$ cat config.mk
export PLATFORM = sky130hd
export DESIGN_NAME = rarx_exec
export DESIGN_NICKNAME = d
export VERILOG_FILES = /design/src/logic/rarx_exec.v
export VERILOG_INCLUDE_DIRS = /design/src /design/src/common
export SDC_FILE = /design/constraint.sdc
export NUM_CORES = 1
export LEC_CHECK = 0
export BUFFER_PORTS_ARGS = -buffer_cell sky130_fd_sc_hd__buf_4
export CAP_MARGIN = 20
export CORE_MARGIN = 5
export CORE_UTILIZATION = 60
export CTS_CLUSTER_DIAMETER = 120
export CTS_CLUSTER_SIZE = 25
export DETAILED_ROUTE_END_ITERATION = 12
export PLACE_DENSITY = 0.79
export SLEW_MARGIN = 20
export SYNTH_ARGS = -nofsm -noshare
export SYNTH_HDL_FRONTEND = slang
export SYNTH_SLANG_ARGS = --single-unit
$ cat constraint.sdc
create_clock -name clk -period 5.25 [get_ports clk]
set_clock_uncertainty 0.2 [all_clocks]
set_input_delay 1.05 -clock clk [delete_from_list [all_inputs] [get_ports clk]]
set_output_delay 1.05 -clock clk [all_outputs]
set_load 0.01 [all_outputs]
$ cat src/common/rarx_defines.vh
// Purpose: shared constants of the return and rotate execution block
// Assumes: 8-bit data path, one instruction cycle per enabled clock
// Notes:   included by its bare name
`ifndef RARX_DEFINES_VH
`define RARX_DEFINES_VH

// ****************************************************************
// instruction select codes
// ****************************************************************
`define RARX_OP_RETURN        2'h0
`define RARX_OP_RETURN_LIT    2'h1
`define RARX_OP_RETURN_IRQ    2'h2
`define RARX_OP_ROTATE_LEFT   2'h3

// ****************************************************************
// field positions and destination select codes
// ****************************************************************
`define RARX_IRQ_ALLOW_BIT    7
`define RARX_MSB_BIT          7
`define RARX_DEST_ACC         1'h0
`define RARX_DEST_FILE        1'h1

// ****************************************************************
// timing counts, in instruction cycles
// ****************************************************************
`define RARX_RET_CYCLES       2'h2
`define RARX_ROTATE_CYCLES    2'h1

// ****************************************************************
// reset values
// ****************************************************************
`define RARX_ACC_RST          8'h00
`define RARX_IRQ_CTRL_RST     8'h00
`define RARX_CARRY_RST        1'h0

`endif

$ cat src/logic/rarx_exec.v
// Purpose: executes subroutine exit, return with literal, return from
//          interrupt and rotate left through carry for an 8-bit core
// Assumes: all inputs come from logic on clk; clk_en is the
//          instruction cycle enable
// Notes:   owns accumulator, carry, irq control register and call stack
//
// Overview of operation
// - Return from irq pops the stack into pc, taking 2 cycles.
// - Return from irq also sets global_irq_allow, bit 7 of irq control.
// - Return with literal writes its 8-bit literal into the accumulator.
// - Return with literal also pops the stack into pc in 2 cycles.
// - Subroutine exit pops the stack into pc in 2 cycles, nothing else.
// - Rotate left shifts file data left, carry into bit 0, msb to carry.
// - Rotate left result goes to acc when dest is 0, to file when 1.
// - Rotate left takes file address 0 to 127, 1 cycle, carry only.
`timescale 1ns/10ps
`include "rarx_defines.vh"

module rarx_exec #(
  parameter PC_W     = 15,
  parameter STACK_AW = 3,
  parameter ADDR_W   = 7
) (
  input  wire              clk,
  input  wire              reset_n,
  input  wire              clk_en,
  input  wire              instr_valid,
  input  wire [1:0]        instr_op,
  input  wire [7:0]        instr_literal,
  input  wire [ADDR_W-1:0] instr_file_addr,
  input  wire              instr_dest,
  input  wire [7:0]        file_rd_data,
  input  wire              call_push,
  input  wire [PC_W-1:0]   call_ret_addr,
  input  wire              irq_ctrl_wr,
  input  wire [7:0]        irq_ctrl_wr_data,
  output reg  [PC_W-1:0]   pc_ff,
  output reg  [7:0]        acc_ff,
  output reg               carry_ff,
  output reg  [7:0]        irq_control_reg_ff,
  output reg               file_wr_en_ff,
  output reg  [ADDR_W-1:0] file_wr_addr_ff,
  output reg  [7:0]        file_wr_data_ff,
  output reg               busy_ff,
  output reg               done_ff
);

  localparam STACK_DEPTH = 1 << STACK_AW;
  localparam ST_IDLE     = 1'b0;
  localparam ST_POP      = 1'b1;

  // ****************************************************************
  // state and storage
  // ****************************************************************
  reg [PC_W-1:0]     stack_mem [0:STACK_DEPTH-1];
  reg [STACK_AW-1:0] sp_ff;
  reg                state_ff;
  reg [1:0]          cyc_ff;
  reg [1:0]          op_ff;
  reg [7:0]          lit_ff;

  reg                nxt_state;
  reg [1:0]          nxt_cyc;
  reg [PC_W-1:0]     nxt_pc;
  reg [7:0]          nxt_acc;
  reg                nxt_carry;
  reg [7:0]          nxt_irq_ctrl;
  reg                nxt_wr_en;
  reg [ADDR_W-1:0]   nxt_wr_addr;
  reg [7:0]          nxt_wr_data;
  reg                nxt_done;
  reg [STACK_AW-1:0] nxt_sp;
  reg                do_push;

  wire [STACK_AW-1:0] top_idx;
  wire [PC_W-1:0]     stack_top_entry;
  wire [7:0]          rot_result;
  wire                accept;

  // ****************************************************************
  // stack top and request acceptance
  // ****************************************************************
  assign top_idx         = sp_ff - {{(STACK_AW-1){1'b0}}, 1'b1};
  assign stack_top_entry = stack_mem[top_idx];
  assign accept          = instr_valid && (state_ff == ST_IDLE);

  assign rot_result = {file_rd_data[`RARX_MSB_BIT-1:0], carry_ff};

  // ****************************************************************
  // next state
  // ****************************************************************
  always @* begin
    nxt_state    = state_ff;
    nxt_cyc      = cyc_ff;
    nxt_pc       = pc_ff;
    nxt_acc      = acc_ff;
    nxt_carry    = carry_ff;
    nxt_irq_ctrl = irq_control_reg_ff;
    nxt_wr_en    = 1'b0;
    nxt_wr_addr  = file_wr_addr_ff;
    nxt_wr_data  = file_wr_data_ff;
    nxt_done     = 1'b0;
    nxt_sp       = sp_ff;
    do_push      = 1'b0;
    if (irq_ctrl_wr) begin
      nxt_irq_ctrl = irq_ctrl_wr_data;
    end
    case (state_ff)
      ST_IDLE: begin
        if (accept && instr_op == `RARX_OP_ROTATE_LEFT) begin
          nxt_carry = file_rd_data[`RARX_MSB_BIT];
          nxt_done  = 1'b1;
          if (instr_dest == `RARX_DEST_ACC) begin
            nxt_acc = rot_result;
          end else begin
            nxt_wr_en   = 1'b1;
            nxt_wr_addr = instr_file_addr;
            nxt_wr_data = rot_result;
          end
        end else if (accept) begin
          nxt_state = ST_POP;
          nxt_cyc   = 2'h1;
        end else if (call_push) begin
          do_push = 1'b1;
          nxt_sp  = sp_ff + {{(STACK_AW-1){1'b0}}, 1'b1};
        end
      end
      ST_POP: begin
        nxt_cyc = cyc_ff + 2'h1;
        if (cyc_ff == `RARX_RET_CYCLES - 2'h1) begin
          nxt_pc    = stack_top_entry;
          nxt_sp    = top_idx;
          nxt_state = ST_IDLE;
          nxt_cyc   = 2'h0;
          nxt_done  = 1'b1;
          // no flag change here; acc takes the literal only on return with literal
          case (op_ff)
            `RARX_OP_RETURN_LIT: nxt_acc = lit_ff;
            `RARX_OP_RETURN_IRQ:
              nxt_irq_ctrl[`RARX_IRQ_ALLOW_BIT] = 1'b1;
            default: nxt_acc = acc_ff;
          endcase
        end
      end
      default: begin
        nxt_state = ST_IDLE;
        nxt_cyc   = 2'h0;
      end
    endcase
  end

  // ****************************************************************
  // sequencer registers
  // ****************************************************************
  always @(posedge clk or negedge reset_n) begin
    if (!reset_n) begin
      state_ff <= ST_IDLE;
      cyc_ff   <= 2'h0;
      sp_ff    <= {STACK_AW{1'b0}};
      busy_ff  <= 1'b0;
      done_ff  <= 1'b0;
    end else if (clk_en) begin
      state_ff <= nxt_state;
      cyc_ff   <= nxt_cyc;
      sp_ff    <= nxt_sp;
      busy_ff  <= (nxt_state == ST_POP);
      done_ff  <= nxt_done;
    end
  end

  // ****************************************************************
  // request capture, held for the second return cycle
  // ****************************************************************
  always @(posedge clk or negedge reset_n) begin
    if (!reset_n) begin
      op_ff  <= `RARX_OP_RETURN;
      lit_ff <= 8'h00;
    end else if (clk_en && accept) begin
      op_ff  <= instr_op;
      lit_ff <= instr_literal;
    end
  end

  // ****************************************************************
  // core registers
  // ****************************************************************
  always @(posedge clk or negedge reset_n) begin
    if (!reset_n) begin
      pc_ff              <= {PC_W{1'b0}};
      acc_ff             <= `RARX_ACC_RST;
      carry_ff           <= `RARX_CARRY_RST;
      irq_control_reg_ff <= `RARX_IRQ_CTRL_RST;
    end else if (clk_en) begin
      pc_ff              <= nxt_pc;
      acc_ff             <= nxt_acc;
      carry_ff           <= nxt_carry;
      irq_control_reg_ff <= nxt_irq_ctrl;
    end
  end

  // ****************************************************************
  // file write port
  // ****************************************************************
  always @(posedge clk or negedge reset_n) begin
    if (!reset_n) begin
      file_wr_en_ff   <= 1'b0;
      file_wr_addr_ff <= {ADDR_W{1'b0}};
      file_wr_data_ff <= 8'h00;
    end else if (clk_en) begin
      file_wr_en_ff   <= nxt_wr_en;
      file_wr_addr_ff <= nxt_wr_addr;
      file_wr_data_ff <= nxt_wr_data;
    end
  end

  // ****************************************************************
  // call stack storage, no reset needed
  // ****************************************************************
  always @(posedge clk) begin
    if (clk_en && do_push) begin
      stack_mem[sp_ff] <= call_ret_addr;
    end
  end

endmodule

==> flow_summary.yaml <==
outcome:
  outcome: "completed"
die:
  initial_utilization: 0.6127
  row_count: 40
  die_w_microns: 120.8
  ios: 105
  core_sq_mm: 0.01201
  die_h_microns: 120.8
  dieArea_sq_mm: 0.01458
routing:
  drt_pass1_iterations: 5
  first_iter_violations: 365
  num_vias: 4210
  via_per_inst: 5.913
  wirelength_microns: 15110
  wire_per_inst_microns: 21.21
  ant_nets: 0
  drc: 0
clock_tree:
  clk_root_buffer_cell: "clkbuf_16"
  clkLatencyLatePin_ns: 0.43
  cts_tree: "done"
  h-tree-depth: 4
  cts_setup_buffers: 0
  postCtsHoldBufs: 0
  clk_pin_slew_ns: 0.07
  clock_path_buffers: 2
  cts_num_sinks: 185
  numCtsBuffers: 17
  cts-resized-gates: 0
global_route:
  grt_util_all_layers: 0.2197
  grt-ovfl-total: 0
  grt_pass1_vias: 4252
  grt_max_degree: 66
  grt_pass1_wl_microns: 23810
  antenna_found_initial: 0
timing:
  finalSetupViolations: 0
  layout_setup_ws_ns: 2.072
  post-route-min-period_ns: 3.178
  slew-limit-headroom: 0.3741
  timing.fmax_ghz: 0.3147
  hold_viol: 0
  drv_slew: 0
  tightest_slew_ns: 0.9389
  setup_tns_ns: 0
  fin_crit_sh: 0.6053
  rsz0062_at_grt: "false"
power_and_ir_drop:
  power_density_mw_per_mm2: 558.7
  leakagePower_nw: 3.485
  ir_drop_v: 0.0002773
worst_setup_path:
  startpoint_type: "register"
  crit_start: "sp_ff[1]"
  r2r_start: "sp_ff[1]"
  cp.required_ns: 5.34
  cp_max_fo: 37
  critPathArrivalTime_ns: 3.26
  endpoint_kind: "register"
  path_class: "reg2reg"
synthesis:
  ys.flop_type: "edfxtp_1"
  synth_area_per_cell_sq_um: 16.58
  synth_edf_count: 120
  yosysWarnings: 0
  syn_area_sq_mm: 0.007360
  synthesis.instances: 444
  synth_nets: 501
  ys_async_sr_fraction: 0.3514
  ys_seq_elements: 185
  ys_seq_area_frac: 0.7106
  synthDistinctLibCells: 36
finish:
  design_area_sq_mm: 0.008818
  layout-drive-gt1-share: 0.4354
  area_growth_pct: 19.82
  mostFrequentLayoutCells: "edfxtp_1, buf_4, mux2_2"
  final_cells: 712
  final_common_cell: "edfxtp_1"
  nets: 609
  fillCellCount: 736
  antennaDiodeCount: 0
  finish.utilization: 0.7342
place:
  placed_cells: 680
  place_area_sq_mm: 0.008262
  place.gp.congestion: 0.7790
  pre_cts_ws_ns: 1.985
  portBuffers: 104
  hpwl_microns: 9802
hold_path:
  min_path_type: "reg2reg"
  min_from: "pc_ff[8]"
flow_run:
  drv_cap: 0
critical path: stages (launching register included):
cell and delay, ns:
dfrtp_1 0.49, inv_1 0.12, ha_2 0.95, buf_4 0.47, mux2_2 0.39, o22ai_1 0.28
o31ai_1 0.13
logic make-up (layout without fill, tap and decap cells):
| family | Yosys count | in the layout | synth area share |
|---|---|---|---|
| adder cells (fa/ha/maj) | 2 | 2 | 0.003400 |
| multiplexers | 102 | 102 | 0.1591 |
| AND/OR/NAND/NOR | 58 | 58 | 0.03995 |
| XOR/XNOR | 5 | 5 | 0.005951 |
| flip-flops | 185 | 185 | 0.7106 |
| AO/OA/AOI/OAI | 65 | 65 | 0.06001 |
| buffers and inverters | 27 | 148 | 0.02091 |
final cells by class:
cell class | instances | area, sq um | area share
clock buffer | 19 | 432.9 | 0.04909
clock inverter | 13 | 123.9 | 0.01405
inverter | 6 | 22.52 | 0.002554
multi-input combinational | 232 | 1999 | 0.2267
sequential | 185 | 5230 | 0.5931
tap | 147 | 183.9 | 0.02086
timing repair buffer | 110 | 825.8 | 0.09364
metal layers:
layer	vias to the layer above	global-route usage	wire length, microns
met2	193	0.3413	7325
li1	1901	-	-
met4	0	0.06941	208
met5	-	0	0
met1	2093	0.3105	6443
met3	23	0.05332	1129
power breakdown:
group,switching (mW),leakage (nW),total (mW),internal (mW)
Clock,0.534,0.264,1.19,0.657
Combinational,0.889,1.35,1.76,0.869
Sequential,0.185,1.87,1.98,1.79
Total,1.61,3.49,4.93,3.32
state kept, by name, summed over array words and instances (netlist names):
signal              count
acc_ff                  8
carry_ff                1
cyc_ff                  2
done_ff                 1
file_wr_addr_ff         7
file_wr_data_ff         8
file_wr_en_ff           1
irq_control_reg_ff      8
lit_ff                  8
op_ff                   2
pc_ff                  15
sp_ff                   3
stack_mem             120
state_ff                1
cells in the mapped netlist (2+ instances only):
| cell type | n | area, sq um |
|---|---|---|
| a21oi_2 | 2 | 17.52 |
| clkbuf_1 | 3 | 11.26 |
| dfrtp_1 | 65 | 1627 |
| mux2i_1 | 9 | 90.09 |
| a31oi_1 | 2 | 12.51 |
| buf_2 | 9 | 45.04 |
| buf_4 | 7 | 52.55 |
| buf_6 | 2 | 22.52 |
| inv_1 | 6 | 22.52 |
| a21oi_1 | 9 | 45.04 |
| nand2_1 | 28 | 105.1 |
| mux2_2 | 84 | 945.9 |
| xnor2_1 | 2 | 17.52 |
| xor2_1 | 3 | 26.28 |
| nand2b_1 | 2 | 12.51 |
| o21ai_0 | 3 | 15.01 |
| nor3_1 | 2 | 10.01 |
| edfxtp_1 | 120 | 3603 |
| nor2_1 | 17 | 63.81 |
| mux2_4 | 9 | 135.1 |
| ha_1 | 2 | 25.02 |
| o31ai_1 | 15 | 112.6 |
| o22ai_1 | 30 | 187.7 |
worst paths after layout:
check	endpoint	slack [ns]	cells after the start
worst max-delay path	pc_ff[6]	2.07	6
worst min-delay path	pc_ff[8]	0.28	2
worst max register to register	pc_ff[6]	2.07	6
worst min register to register	pc_ff[8]	0.28	2
max in group asynchronous	irq_control_reg_ff[2]	3.75	1
min in group asynchronous	acc_ff[4]	0.55	1
through the flow:
| stage | total power [mW] | hold WS [ns] |
|---|---|---|
| after floorplan | 3.175 | 0.2792 |
| after global placement | 3.696 | 0.2694 |
| after detailed placement | 3.756 | 0.2695 |
| after CTS | 4.950 | 0.2846 |
| after global routing | 5.186 | 0.3056 |
| final | 4.927 | 0.2799 |
No activity file was read; power rests on OpenSTA's default activity.
